File: config.mk
export PLATFORM = sky130hd
export DESIGN_NAME = rkp_top
export DESIGN_NICKNAME = d
export VERILOG_FILES = /design/src/core/rkp_pkg.sv /design/src/core/rkp_sync.sv /design/src/core/rkp_carrier.sv /design/src/core/rkp_top.sv
export SDC_FILE = /design/constraint.sdc
export NUM_CORES = 1
export LEC_CHECK = 0
export BUFFER_PORTS_ARGS = -buffer_cell sky130_fd_sc_hd__buf_2
export CELL_PAD_IN_SITES_DETAIL_PLACEMENT = 0
export CELL_PAD_IN_SITES_GLOBAL_PLACEMENT = 1
export CORE_MARGIN = 3
export CORE_UTILIZATION = 43
export DETAILED_ROUTE_END_ITERATION = 12
export GPL_TIMING_DRIVEN = 0
export PLACE_DENSITY_LB_ADDON = 0.1
export SYNTH_ARGS = -nofsm -noshare
export SYNTH_HDL_FRONTEND = slang
export SYNTH_SLANG_ARGS = --single-unit
File: constraint.sdc
create_clock -name pclk -period 2.27 [get_ports pclk]
set_input_delay 0.3405 -clock pclk [delete_from_list [all_inputs] [get_ports pclk]]
set_output_delay 0.3405 -clock pclk [all_outputs]
set_load 0.01 [all_outputs]
File: src/core/rkp_pkg.sv
// Shared constants and carriers of the remote key port pin block
package rkp_pkg;
    localparam int RKP_DW = 32;
    localparam int RKP_AW = 8;
    localparam logic [7:0] RKP_ADDR_SCAN = 8'h00;
    localparam logic [7:0] RKP_ADDR_CTRL = 8'h04;
    localparam logic [7:0] RKP_ADDR_CAR = 8'h08;
    localparam logic [7:0] RKP_ADDR_STAT = 8'h0c;
    localparam int RKP_CTRL_W = 5;
    localparam int RKP_CAR_W = 4;
    localparam int RKP_STAT_RET_LSB = 8;
    localparam int RKP_STAT_S0_BIT = 12;
    localparam int RKP_STAT_S1_BIT = 13;
    localparam int RKP_STAT_POC_BIT = 14;
    localparam int RKP_SYNC_W = 15;
    localparam logic [7:0] RKP_SCAN_RST = 8'hff;
    localparam logic [4:0] RKP_CTRL_RST = 5'h19;
    localparam logic [3:0] RKP_CAR_RST = 4'h0;
    localparam logic [14:0] RKP_SYNC_RST = 15'h4000;
    localparam logic [2:0] RKP_SEL_FX = 3'h0;
    localparam logic [2:0] RKP_SEL_FX8 = 3'h1;
    localparam logic [2:0] RKP_SEL_FX12 = 3'h2;
    localparam logic [2:0] RKP_SEL_HIGH = 3'h3;
    localparam logic [2:0] RKP_SEL_FX2 = 3'h4;
    localparam logic [2:0] RKP_SEL_FX16 = 3'h5;
    localparam logic [2:0] RKP_SEL_FX24 = 3'h6;
    localparam logic [4:0] RKP_HALF_FX = 5'h01;
    localparam logic [4:0] RKP_HALF_FX2 = 5'h02;
    localparam logic [4:0] RKP_HALF_FX8 = 5'h08;
    localparam logic [4:0] RKP_HALF_FX12 = 5'h0c;
    localparam logic [4:0] RKP_HALF_FX16 = 5'h10;
    localparam logic [4:0] RKP_HALF_FX24 = 5'h18;
    localparam int RKP_CLK_MHZ = 20;
    localparam int RKP_POC_TIME_US = 100;
    localparam int RKP_POC_CYCLES = RKP_POC_TIME_US * RKP_CLK_MHZ;

    typedef struct packed {
        logic ret_pd_en;
        logic ind_out_mode;
        logic sense0_in_en;
        logic sense_pd_en;
        logic scan_dir_out;
    } rkp_ctrl_s;

    typedef struct packed {
        logic tx_en;
        logic [2:0] sel;
    } rkp_car_s;
endpackage

File: src/core/rkp_sync.sv
// Three-stage pin synchroniser that accepts a change once stages two and three agree
`timescale 1ns/1ps
module rkp_sync #(
    parameter int WIDTH = 1,
    parameter logic [WIDTH-1:0] RST_VAL = '0
) (
    // Clock and reset
    input wire logic pclk,
    input wire logic presetn,
    // Pins and filtered levels
    input wire logic [WIDTH-1:0] pin,
    output logic [WIDTH-1:0] level
);
    logic [WIDTH-1:0] s1_reg, s2_reg, s3_reg, lvl_reg;
    logic [WIDTH-1:0] lvl_next;

    initial begin
        if (WIDTH < 1) $error("rkp_sync width must be at least one");
    end

    always_comb begin
        lvl_next = lvl_reg;
        for (int i = 0; i < WIDTH; i++) begin
            if (s2_reg[i] == s3_reg[i]) lvl_next[i] = s3_reg[i];
        end
    end

    always_ff @(posedge pclk or negedge presetn) begin
        if (!presetn) begin
            s1_reg <= RST_VAL;
            s2_reg <= RST_VAL;
            s3_reg <= RST_VAL;
            lvl_reg <= RST_VAL;
        end else begin
            s1_reg <= pin;
            s2_reg <= s1_reg;
            s3_reg <= s2_reg;
            lvl_reg <= lvl_next;
        end
    end

    assign level = lvl_reg;
endmodule

File: src/core/rkp_carrier.sv
// Carrier generator: divides the system clock into the selected carrier wave
`timescale 1ns/1ps
module rkp_carrier
    import rkp_pkg::*;
(
    // Clock and reset
    input wire logic pclk,
    input wire logic presetn,
    // Setting and wave
    input wire rkp_car_s car,
    output logic wave
);
    logic [4:0] cnt_reg, cnt_next;
    logic wave_reg, wave_next;
    logic [4:0] half;

    function automatic logic [4:0] half_of(input logic [2:0] sel);
        case (sel)
            RKP_SEL_FX: half_of = RKP_HALF_FX;
            RKP_SEL_FX2: half_of = RKP_HALF_FX2;
            RKP_SEL_FX8: half_of = RKP_HALF_FX8;
            RKP_SEL_FX12: half_of = RKP_HALF_FX12;
            RKP_SEL_FX16: half_of = RKP_HALF_FX16;
            RKP_SEL_FX24: half_of = RKP_HALF_FX24;
            default: half_of = RKP_HALF_FX;
        endcase
    endfunction

    always_comb begin
        half = half_of(car.sel);
        cnt_next = cnt_reg;
        wave_next = wave_reg;
        if (!car.tx_en) begin
            // Parked so that the first enabled cycle starts a high half when sel is unchanged
            cnt_next = half - 5'h01;
            wave_next = 1'b0;
        end else if (car.sel == RKP_SEL_HIGH || car.sel == 3'h7) begin
            cnt_next = '0;
            wave_next = 1'b1;
        end else if (cnt_reg >= half - 5'h01) begin
            cnt_next = '0;
            wave_next = ~wave_reg;
        end else begin
            cnt_next = cnt_reg + 5'h01;
        end
    end

    always_ff @(posedge pclk or negedge presetn) begin
        if (!presetn) begin
            cnt_reg <= '0;
            wave_reg <= 1'b0;
        end else begin
            cnt_reg <= cnt_next;
            wave_reg <= wave_next;
        end
    end

    assign wave = wave_reg;
endmodule

File: src/core/rkp_top.sv
// Remote key port pins: scan, return, sense, indicator, carrier and reset pins behind APB
//
// Behaviour
// - Eight key-scan pins change direction together as one group.
// - Key-scan pins in input direction get pull-downs.
// - Key-scan pins in output direction drive the written scan levels.
// - One setting enables pull-downs of sense input and dual-role pin together.
// - Sense input with input mode removed is off and high impedance.
// - Dual-role pin in input mode is readable as a sense input.
// - Dual-role pin in output mode is the active-low transmit indicator.
// - Indicator goes low in step with the emitted carrier.
// - Carrier output is active high.
// - Carrier selectable: fx, fx/2, fx/8, fx/12, fx/16, fx/24 or constant high.
// - Four key-return pins are inputs; one setting controls their pull-downs.
// - Low level on the reset pin resets the port logic; pin has a pull-up.
// - Power-on clear drives the reset pin low itself.
//
// Implementation choices: the address map and the APB interface to the registers.
`timescale 1ns/1ps
module rkp_top
    import rkp_pkg::*;
#(
    parameter bit POC_ENABLE = 1'b1,
    parameter int POC_CYCLES = RKP_POC_CYCLES
) (
    // Clock and reset
    input wire logic pclk,
    input wire logic presetn,
    // APB slave
    input wire logic psel,
    input wire logic penable,
    input wire logic pwrite,
    input wire logic [RKP_AW-1:0] paddr,
    input wire logic [RKP_DW-1:0] pwdata,
    output logic [RKP_DW-1:0] prdata,
    output logic pready,
    output logic pslverr,
    // Key-scan port
    input wire logic [7:0] key_scan_port_in,
    output logic [7:0] key_scan_port_out,
    output logic [7:0] key_scan_port_oe,
    output logic key_scan_pd_en,
    // Key-return inputs
    input wire logic [3:0] key_return_inputs,
    output logic key_return_pd_en,
    // Sense input zero
    input wire logic sense_input_zero,
    output logic sense0_in_en,
    output logic sense0_pd_en,
    // Dual-role sense and indicator pin
    input wire logic sense_indicator_pin_in,
    output logic sense_indicator_pin_out,
    output logic sense_indicator_pin_oe,
    output logic sense_indicator_pd_en,
    // Carrier output
    output logic carrier_output,
    // Reset pin, open drain with pull-up outside this logic
    input wire logic reset_pin_in,
    output logic reset_pin_out,
    output logic reset_pin_oe
);
    initial begin
        if (POC_CYCLES < 1 || POC_CYCLES > 65535) $error("rkp_top POC_CYCLES out of range");
    end

    // Pin synchronisers
    logic [RKP_SYNC_W-1:0] sync_pins, sync_lvl;
    assign sync_pins = {reset_pin_in, sense_indicator_pin_in, sense_input_zero,
        key_return_inputs, key_scan_port_in};

    rkp_sync #(.WIDTH(RKP_SYNC_W), .RST_VAL(RKP_SYNC_RST)) u_sync (
        .pclk(pclk),
        .presetn(presetn),
        .pin(sync_pins),
        .level(sync_lvl)
    );

    logic reset_pin_low;
    assign reset_pin_low = ~sync_lvl[RKP_STAT_POC_BIT];

    // Power-on clear
    logic [15:0] poc_cnt_reg, poc_cnt_next;
    logic poc_active_reg, poc_active_next;

    always_comb begin
        poc_cnt_next = poc_cnt_reg;
        poc_active_next = poc_active_reg;
        if (poc_active_reg) begin
            if (poc_cnt_reg >= 16'(POC_CYCLES - 1)) begin
                poc_active_next = 1'b0;
            end else begin
                poc_cnt_next = poc_cnt_reg + 16'h0001;
            end
        end
    end

    always_ff @(posedge pclk or negedge presetn) begin
        if (!presetn) begin
            poc_cnt_reg <= '0;
            poc_active_reg <= POC_ENABLE;
        end else begin
            poc_cnt_reg <= poc_cnt_next;
            poc_active_reg <= poc_active_next;
        end
    end

    // Either reset source puts the port back in its reset state
    logic port_rst;
    assign port_rst = poc_active_reg | reset_pin_low;

    // APB slave, one wait state so every answer leaves a flip-flop
    logic pready_reg, pready_next;
    logic pslverr_reg, pslverr_next;
    logic [RKP_DW-1:0] prdata_reg, prdata_next;
    logic wr_take;
    logic [RKP_DW-1:0] stat_word;

    function automatic logic addr_ok(input logic [RKP_AW-1:0] a);
        addr_ok = (a == RKP_ADDR_SCAN) || (a == RKP_ADDR_CTRL) ||
            (a == RKP_ADDR_CAR) || (a == RKP_ADDR_STAT);
    endfunction

    // Registers
    logic [7:0] scan_reg, scan_next;
    rkp_ctrl_s ctrl_reg, ctrl_next;
    rkp_car_s car_reg, car_next;

    always_comb begin
        stat_word = '0;
        stat_word[7:0] = sync_lvl[7:0];
        stat_word[RKP_STAT_RET_LSB +: 4] = sync_lvl[11:8];
        // Off sense input reads low, its buffer is disabled
        stat_word[RKP_STAT_S0_BIT] = sync_lvl[12] & ctrl_reg.sense0_in_en;
        stat_word[RKP_STAT_S1_BIT] = sync_lvl[13] & ~ctrl_reg.ind_out_mode;
        stat_word[RKP_STAT_POC_BIT] = poc_active_reg;
    end

    always_comb begin
        pready_next = psel & penable & ~pready_reg;
        pslverr_next = 1'b0;
        prdata_next = prdata_reg;
        if (psel && penable && !pready_reg) begin
            pslverr_next = ~addr_ok(paddr);
            prdata_next = '0;
            if (!pwrite) begin
                case (paddr)
                    RKP_ADDR_SCAN: prdata_next = {24'h0, scan_reg};
                    RKP_ADDR_CTRL: prdata_next = {27'h0, ctrl_reg};
                    RKP_ADDR_CAR: prdata_next = {28'h0, car_reg};
                    RKP_ADDR_STAT: prdata_next = stat_word;
                    default: prdata_next = '0;
                endcase
            end
        end
    end

    always_ff @(posedge pclk or negedge presetn) begin
        if (!presetn) begin
            pready_reg <= 1'b0;
            pslverr_reg <= 1'b0;
            prdata_reg <= '0;
        end else begin
            pready_reg <= pready_next;
            pslverr_reg <= pslverr_next;
            prdata_reg <= prdata_next;
        end
    end

    assign wr_take = psel & penable & pready_reg & pwrite;

    always_comb begin
        scan_next = scan_reg;
        ctrl_next = ctrl_reg;
        car_next = car_reg;
        if (port_rst) begin
            scan_next = RKP_SCAN_RST;
            ctrl_next = RKP_CTRL_RST;
            car_next = RKP_CAR_RST;
        end else if (wr_take) begin
            case (paddr)
                RKP_ADDR_SCAN: scan_next = pwdata[7:0];
                RKP_ADDR_CTRL: ctrl_next = pwdata[RKP_CTRL_W-1:0];
                RKP_ADDR_CAR: car_next = pwdata[RKP_CAR_W-1:0];
                default: scan_next = scan_reg;
            endcase
        end
    end

    always_ff @(posedge pclk or negedge presetn) begin
        if (!presetn) begin
            scan_reg <= RKP_SCAN_RST;
            ctrl_reg <= RKP_CTRL_RST;
            car_reg <= RKP_CAR_RST;
        end else begin
            scan_reg <= scan_next;
            ctrl_reg <= ctrl_next;
            car_reg <= car_next;
        end
    end

    // Carrier
    logic wave;
    rkp_carrier u_carrier (
        .pclk(pclk),
        .presetn(presetn),
        .car(car_reg),
        .wave(wave)
    );

    // Pin drivers, all registered except reset_pin_out, which is tied low
    logic [7:0] ks_out_reg, ks_out_next, ks_oe_reg, ks_oe_next;
    logic ks_pd_reg, ks_pd_next, kr_pd_reg, kr_pd_next;
    logic s0_en_reg, s0_en_next, s0_pd_reg, s0_pd_next;
    logic ind_out_reg, ind_out_next, ind_oe_reg, ind_oe_next, ind_pd_reg, ind_pd_next;
    logic car_out_reg, car_out_next, rst_oe_reg, rst_oe_next;

    always_comb begin
        ks_oe_next = {8{ctrl_reg.scan_dir_out}};
        ks_out_next = scan_reg;
        ks_pd_next = ~ctrl_reg.scan_dir_out;
        kr_pd_next = ctrl_reg.ret_pd_en;
        s0_en_next = ctrl_reg.sense0_in_en;
        s0_pd_next = ctrl_reg.sense_pd_en & ctrl_reg.sense0_in_en;
        ind_pd_next = ctrl_reg.sense_pd_en & ~ctrl_reg.ind_out_mode;
        ind_oe_next = ctrl_reg.ind_out_mode;
        // Indicator mirrors the carrier inverted; idles high when not sending
        ind_out_next = ~wave;
        car_out_next = wave;
        rst_oe_next = poc_active_reg;
    end

    always_ff @(posedge pclk or negedge presetn) begin
        if (!presetn) begin
            ks_out_reg <= RKP_SCAN_RST;
            ks_oe_reg <= 8'hff;
            ks_pd_reg <= 1'b0;
            kr_pd_reg <= 1'b1;
            s0_en_reg <= 1'b0;
            s0_pd_reg <= 1'b0;
            ind_out_reg <= 1'b1;
            ind_oe_reg <= 1'b1;
            ind_pd_reg <= 1'b0;
            car_out_reg <= 1'b0;
            rst_oe_reg <= POC_ENABLE;
        end else begin
            ks_out_reg <= ks_out_next;
            ks_oe_reg <= ks_oe_next;
            ks_pd_reg <= ks_pd_next;
            kr_pd_reg <= kr_pd_next;
            s0_en_reg <= s0_en_next;
            s0_pd_reg <= s0_pd_next;
            ind_out_reg <= ind_out_next;
            ind_oe_reg <= ind_oe_next;
            ind_pd_reg <= ind_pd_next;
            car_out_reg <= car_out_next;
            rst_oe_reg <= rst_oe_next;
        end
    end

    assign prdata = prdata_reg;
    assign pready = pready_reg;
    assign pslverr = pslverr_reg;
    assign key_scan_port_out = ks_out_reg;
    assign key_scan_port_oe = ks_oe_reg;
    assign key_scan_pd_en = ks_pd_reg;
    assign key_return_pd_en = kr_pd_reg;
    assign sense0_in_en = s0_en_reg;
    assign sense0_pd_en = s0_pd_reg;
    assign sense_indicator_pin_out = ind_out_reg;
    assign sense_indicator_pin_oe = ind_oe_reg;
    assign sense_indicator_pd_en = ind_pd_reg;
    assign carrier_output = car_out_reg;
    assign reset_pin_out = 1'b0;
    assign reset_pin_oe = rst_oe_reg;

    // Helper logic for the checks below
    logic first_reg;
    logic [4:0] hold_reg;
    always_ff @(posedge pclk or negedge presetn) begin
        if (!presetn) begin
            first_reg <= 1'b1;
            hold_reg <= '0;
        end else begin
            first_reg <= 1'b0;
            if (wr_take || port_rst) hold_reg <= '0;
            else if (hold_reg != 5'h1f) hold_reg <= hold_reg + 5'h01;
        end
    end
endmodule

* After elaboration in Yosys (flattened, before gate mapping)
Cells that the tools add are included.
Word-level totals: output and inout bits 60, bits of input ports 60, flip-flop bits (word level) 152
Operators by class: $lt $le $gt $ge 2, mux-type cells 21, add/sub/neg operators 3, bitwise gates (word level) 16, reduce and logical (&&, ||, !) cells 16, equal/unequal tests 26
Operators by type and width (count):
- case mux 15 bit (4 select lines) | 1
- two-way mux 5 bit | 6
- case mux 5 bit (5 select lines) | 1
- two-way mux 8 bit | 3
- adder 16 x 1 -> 16 bit (second input constant) | 1
- equality test 8 x 4 -> 1 bit (second input constant) | 2
- >= comparator 16 x 11 -> 1 bit (second input constant) | 1
- equality test 1 bit | 15
- two-way mux 15 bit | 1
- equality test 3 bit (second input constant) | 4
- two-way mux 4 bit | 3
- AND 1 bit | 8
- equality test 8 x 3 -> 1 bit (second input constant) | 1
- zero test 8 bit | 1
- AND reduction 2 bit | 4
- nonzero test 2 bit | 4
- NOT 1 bit | 7
- equality test 3 x 2 -> 1 bit (second input constant) | 2
- two-way mux 1 bit | 6
- adder 5 x 1 -> 5 bit (second input constant) | 1
- >= comparator 5 bit | 1
- subtractor 5 x 1 -> 5 bit (second input constant) | 1
- logical OR 1 bit | 4
- equality test 3 x 1 -> 1 bit (second input constant) | 1
- other kinds (4) | 5

* Logic depth before layout (Yosys ltp)
word-level depth 7, mapped depth 7, gate-level depth less buffers 7

* By module
From an unflattened synthesis, not the netlist that was laid out.
Second synthesis, totals: cell total of the unflattened synthesis 386, area total of the unflattened synthesis 5197.5 µm²
By module, submodules not included:
- rkp_top | sequential area each 1757.9 µm², cells each 252, times used 1, area each 2991.6 µm²
- rkp_sync | sequential area each 1506.4 µm², cells each 75, times used 1, area each 1675.4 µm²
- rkp_carrier | sequential area each 150.1 µm², cells each 59, times used 1, area each 530.5 µm²

* Worst setup path after synthesis
OpenSTA, ideal clock, no wires.
path type input to register, from input paddr[1], to register prdata_reg[12] (netlist: prdata[12]), stages on the path 6, path slack 0.303 ns, data required time 2.202 ns, data arrival time 1.900 ns, path through or4_1 -> buf_2 -> or3_1 -> buf_6 -> nor3b_4 -> a32o_1
Between the ends: word-level cells in the longest chain between the ends 3, elaborated cells between the ends (all ways) 6, those cells by class eq/ne (3); mux (2); reduce/logical (1)
RTL lines:
- start: declaration | line rkp_top.sv:33 | input wire logic [RKP_AW-1:0] paddr,
- equality test 8 x 4 -> 1 bit (tied with other cells) | line rkp_top.sv:146 | case (paddr)
- case mux 15 bit (4 select lines) (*) | line rkp_top.sv:146
- two-way mux 15 bit (*) | line rkp_top.sv:145 | if (!pwrite) begin
- end signal: assignment | line rkp_top.sv:165 | prdata_reg <= prdata_next;
- end: declaration | line rkp_top.sv:114 | logic [RKP_DW-1:0] prdata_reg, prdata_next;
Mark *: on every way between the ends. The rest lies on a longest branch, timed or not. A chain may end at the register's enable or synchronous reset.

* Worst setup path in the final report
from register pready_reg (netlist: pready), to register scan_reg[7] (netlist: ks_out_next[7])
Between the ends: word-level cells in the longest chain between the ends 4
RTL lines:
- start: declaration | line rkp_top.sv:112 | logic pready_reg, pready_next;
- start signal: assignment | line rkp_top.sv:163 | pready_reg <= pready_next;
- AND 1 bit (2 in a row) | line rkp_top.sv:169 | assign wr_take = psel & penable & pready_reg & pwrite;
- nonzero test 2 bit (no line)
- AND reduction 2 bit (no line)
- end signal: assignment | line rkp_top.sv:195 | scan_reg <= scan_next;
- end: declaration | line rkp_top.sv:124 | logic [7:0] scan_reg, scan_next;
Every way passes these cells.

==> impl_metrics.prom <==
# TYPE chip_impl_metric gauge
chip_impl_metric{name="maximum_count_of_clock_buffers_along_a_single_path",unit=""} 2
chip_impl_metric{name="min_delay_path_depth",unit=""} 1
chip_impl_info{name="cts-root-buf",value="sky130_fd_sc_hd__clkbuf_16"} 1
chip_impl_info{name="hold_class",value="in2reg"} 1
chip_impl_metric{name="power.share.sequential",unit="%"} 46.4
chip_impl_info{name="worst_hold_path_startpoint",value="key_return_inputs[2]"} 1
chip_impl_metric{name="core_region_area",unit="um2"} 11100
chip_impl_metric{name="register_area",unit="um2"} 3410
chip_impl_info{name="timing.critical_path.cells",value="or4bb_1, nor4_4, mux2i_1, nand2_1"} 1
chip_impl_metric{name="post_layout_nonfiller_instances",unit=""} 626
chip_impl_metric{name="post_synth_instance_area",unit="um2"} 5040
chip_impl_metric{name="final-setup-viol-count",unit=""} 0
chip_impl_metric{name="p_leak",unit="uW"} 0.00297
chip_impl_metric{name="dr.first_iter.drc_count",unit=""} 165
chip_impl_metric{name="post_cts.repair.setup_buffers",unit=""} 0
chip_impl_metric{name="layout_min_cycle_time",unit="ns"} 2.05
chip_impl_metric{name="drive_above_1_share",unit="%"} 36.2
chip_impl_metric{name="placement.setup.worst_slack",unit="ns"} -0.134
chip_impl_metric{name="antenna_found_initial",unit=""} 0
chip_impl_metric{name="number_of_nets_in_the_layout",unit=""} 540
chip_impl_metric{name="post-route-cell-area",unit="um2"} 6290
chip_impl_metric{name="post-route-period-util",unit="%"} 90.3
chip_impl_metric{name="cts-buffers-inserted",unit=""} 17
chip_impl_metric{name="cpPeakStageDelay",unit="ns"} 0.67
chip_impl_metric{name="antennaDiodeCount",unit=""} 0
chip_impl_metric{name="design.die.area",unit="um2"} 13100
chip_impl_metric{name="i_o_pin_count",unit=""} 120
chip_impl_metric{name="cts_resized",unit=""} 0
chip_impl_metric{name="power.ir.vdd_worst",unit="mV"} 0.648
chip_impl_metric{name="final.setup_skew",unit="ns"} 0.00580
chip_impl_metric{name="detailroute.via_count",unit=""} 2981
chip_impl_info{name="synth_flop_cell",value="sky130_fd_sc_hd__dfrtp_1"} 1
chip_impl_metric{name="via_per_inst",unit=""} 4.76
chip_impl_metric{name="power.clock.fraction",unit="%"} 49.7
chip_impl_metric{name="place_area",unit="um2"} 5690
chip_impl_metric{name="int_pwr",unit="uW"} 4260
chip_impl_metric{name="number_of_global_route_vias_before_repair",unit=""} 2991
chip_impl_info{name="crit_slowest_cell",value="sky130_fd_sc_hd__nor4_4"} 1
chip_impl_metric{name="max_slew.worst_pin.slew",unit="ns"} 0.980
chip_impl_metric{name="power.density_cell_area",unit="nW/um2"} 863
chip_impl_metric{name="synth-async-reset-ratio",unit="%"} 100
chip_impl_info{name="critical_path.endpoint_type",value="flop"} 1
chip_impl_info{name="outcome",value="completed"} 1
chip_impl_metric{name="placed_cells",unit=""} 593
chip_impl_metric{name="hold_viol",unit=""} 0
chip_impl_metric{name="grt-ovfl-total",unit=""} 0
chip_impl_metric{name="r2r_cells",unit=""} 4
chip_impl_metric{name="ys_seq_area_share",unit="%"} 67.8
chip_impl_info{name="cts_tree",value="done"} 1
chip_impl_metric{name="buffer_ports.inserted",unit=""} 75
chip_impl_metric{name="combPwrFrac",unit="%"} 3.9
chip_impl_metric{name="number_of_synthesized_flops_with_an_enable_pin",unit=""} 0
chip_impl_metric{name="swShare",unit="%"} 21.6
chip_impl_metric{name="worst_endpoint_required_time",unit="ns"} 2.58
chip_impl_metric{name="count_of_state_elements_after_synthesis",unit=""} 135
chip_impl_metric{name="die_h",unit="um"} 114
chip_impl_metric{name="net-switching-power",unit="uW"} 1170
chip_impl_metric{name="critical_path.n_buffers_inverters",unit=""} 0
chip_impl_metric{name="worst-path-max-fanout",unit=""} 8
chip_impl_metric{name="fmaxAchievable",unit="MHz"} 488
chip_impl_metric{name="fill_cells",unit=""} 959
chip_impl_metric{name="wire_per_inst",unit="um"} 14.5
chip_impl_metric{name="drv.max_cap_violation_count",unit=""} 0
chip_impl_info{name="rsz0062_at_grt",value="false"} 1
chip_impl_info{name="critPathLaunchType",value="flop"} 1
chip_impl_metric{name="drc",unit=""} 0
chip_impl_info{name="crit_type",value="reg2reg"} 1
chip_impl_metric{name="placementRows",unit=""} 38
chip_impl_metric{name="postRouteWirelength",unit="mm"} 9.10
chip_impl_metric{name="cts.reportedPaths.clkPinSlew",unit="ns"} 0.06
chip_impl_metric{name="gp_routability_congestion",unit=""} 0.780
chip_impl_metric{name="grt_usage",unit="%"} 15.6
chip_impl_metric{name="floorplan.die.width",unit="um"} 114
chip_impl_info{name="worstHoldEndpoint",value="u_sync.s1_reg[10]"} 1
chip_impl_metric{name="initial_utilization",unit="%"} 45.3
chip_impl_metric{name="place.detailed.hpwl",unit="mm"} 6.37
chip_impl_metric{name="syn_inst",unit=""} 360
chip_impl_info{name="rr_endpoint",value="ks_out_next[7]"} 1
chip_impl_metric{name="report.final.slew_viol_count",unit=""} 0
chip_impl_metric{name="clk_latency",unit="ns"} 0.41
chip_impl_info{name="timing.critical_path.max_delay_family",value="simple AND/OR/NAND/NOR gates"} 1
chip_impl_metric{name="yosys.cell_types.count",unit=""} 48
chip_impl_metric{name="first_pass_grt_wire_length",unit="mm"} 15.3
chip_impl_metric{name="post-route-worst-setup-slack",unit="ns"} 0.220
chip_impl_metric{name="maximum_number_of_pins_on_one_net_before_global_route_repair",unit=""} 89
chip_impl_metric{name="hold_buffers",unit=""} 1
chip_impl_metric{name="final.hold.worst_slack",unit="ns"} 0.0322
chip_impl_metric{name="r2r_setup_slack",unit="ns"} 0.22
chip_impl_metric{name="area_growth_syn_to_layout",unit="%"} 24.9
chip_impl_metric{name="cts_sinks",unit=""} 135
chip_impl_info{name="worst_r2r_startpoint",value="pready"} 1
chip_impl_metric{name="route.antenna.remaining_nets",unit=""} 0
chip_impl_metric{name="data_arrival_time_at_the_worst_slack_endpoint",unit="ns"} 2.36
chip_impl_metric{name="drt_first_pass_iters",unit=""} 4
chip_impl_metric{name="htreeDepth",unit=""} 4
chip_impl_metric{name="multi_input_comb_area",unit="um2"} 1400
chip_impl_metric{name="cp_num_cells",unit=""} 4
chip_impl_metric{name="syn_area_per_cell",unit="um2"} 14.0
chip_impl_metric{name="largest_reg_flops",unit=""} 16
chip_impl_metric{name="slew-limit-headroom",unit="%"} 34.1
chip_impl_metric{name="synthesis.yosys.warnings",unit=""} 0
how the worst max path moves through the flow:
stage / slack, ns / endpoint / startpoint
after floorplan: 0.30 / prdata[12] / paddr[1]
after global placement: -0.91 / u_sync.s1_reg[11] / presetn
after detailed placement: -0.13 / kr_pd_next / paddr[1]
after CTS: 0.19 / ks_out_next[5] / pready
after global routing: 0.1 / ks_out_next[7] / pready
final: 0.22 / ks_out_next[7] / pready
power by group through the flow:
| stage | clock [uW] | combinational, uW | sequential (uW) |
|---|---|---|---|
| floorplan | 0 | 106 | 2550 |
| global placement | 0 | 203 | 2560 |
| detailed placement | 0 | 214 | 2560 |
| CTS | 2770 | 216 | 2520 |
| global route | 2890 | 239 | 2530 |
| finish | 2700 | 212 | 2520 |
routing by layer:
metal  up-vias  GRT usage, %  share of wire, %
met3        17          5.66               5.8
met2        81          22.7                46
met4         0          7.21               2.1
met5         -             0                 0
met1      1453          20.8                46
li1       1430             -                 -
cell type report:
cell class	instances	share of cell area, %
flip-flops and latches	135	54.2
multi-input cells	193	22.3
clock buffers	19	7.20
repair buffers	77	6.66
plain buffers	41	4.09
well taps	140	2.78
clock inverters	13	2.29
inverters	8	0.477
cells by family (layout without fill, tap and decap cells):
kind of cell | count (synthesis) | after routing | synth area share, %
buf+inv | 49 | 158 | 5.71
compound gates | 35 | 35 | 4.97
flops | 135 | 135 | 67.8
fa+ha+maj | 22 | 22 | 4.72
mux | 23 | 23 | 5.59
simple gates | 83 | 83 | 9.11
xor+xnor | 12 | 12 | 2.09
other cells | 1 | 18 | 0.0744
synth_stat cells, types with 4 or more instances:
cell type	count	area share, %
sky130_fd_sc_hd__a22o_1	5	0.87
sky130_fd_sc_hd__o31ai_1	4	0.60
sky130_fd_sc_hd__a21oi_1	4	0.40
sky130_fd_sc_hd__xor2_1	8	1.4
sky130_fd_sc_hd__nor2b_1	6	0.74
sky130_fd_sc_hd__xnor2_1	4	0.70
sky130_fd_sc_hd__nand2_1	31	2.3
sky130_fd_sc_hd__nand2b_1	5	0.62
sky130_fd_sc_hd__ha_1	7	1.7
sky130_fd_sc_hd__mux4_2	4	1.8
sky130_fd_sc_hd__buf_4	25	3.7
sky130_fd_sc_hd__maj3_1	15	3.0
sky130_fd_sc_hd__inv_1	8	0.60
sky130_fd_sc_hd__o21ai_0	6	0.60
sky130_fd_sc_hd__nor2_1	11	0.82
sky130_fd_sc_hd__dfrtp_1	106	53
sky130_fd_sc_hd__dfstp_2	29	15
sky130_fd_sc_hd__mux2i_1	18	3.6
sky130_fd_sc_hd__clkbuf_1	13	0.97
sky130_fd_sc_hd__o22ai_1	4	0.50
cells in the final DEF (no fill, tap or decap), types with 6 or more instances in the layout:
cell type	instances
sky130_fd_sc_hd__buf_4	25
sky130_fd_sc_hd__nand2_1	31
sky130_fd_sc_hd__mux2i_1	18
sky130_fd_sc_hd__xor2_1	8
sky130_fd_sc_hd__nor2_1	11
sky130_fd_sc_hd__nor2b_1	6
sky130_fd_sc_hd__clkbuf_1	13
sky130_fd_sc_hd__buf_2	76
sky130_fd_sc_hd__o21ai_0	6
sky130_fd_sc_hd__ha_1	7
sky130_fd_sc_hd__inv_1	8
sky130_fd_sc_hd__clkbuf_16	17
sky130_fd_sc_hd__maj3_1	15
sky130_fd_sc_hd__dfstp_2	29
sky130_fd_sc_hd__conb_1	18
sky130_fd_sc_hd__dfrtp_1	106
per-stage QoR:
| stage | total power [uW] | util, % | TNS (ns) |
|---|---|---|---|
| after global routing | 5650 | 56.6 | 0 |
| after global placement | 2760 | 50.8 | -100.12 |
| final | 5430 | 56.6 | 0 |
| after floorplan | 2660 | - | 0 |
| after detailed placement | 2770 | 51.1 | -0.829 |
| after CTS | 5510 | 56.6 | 0 |
Power figures use the tool's default switching activity.
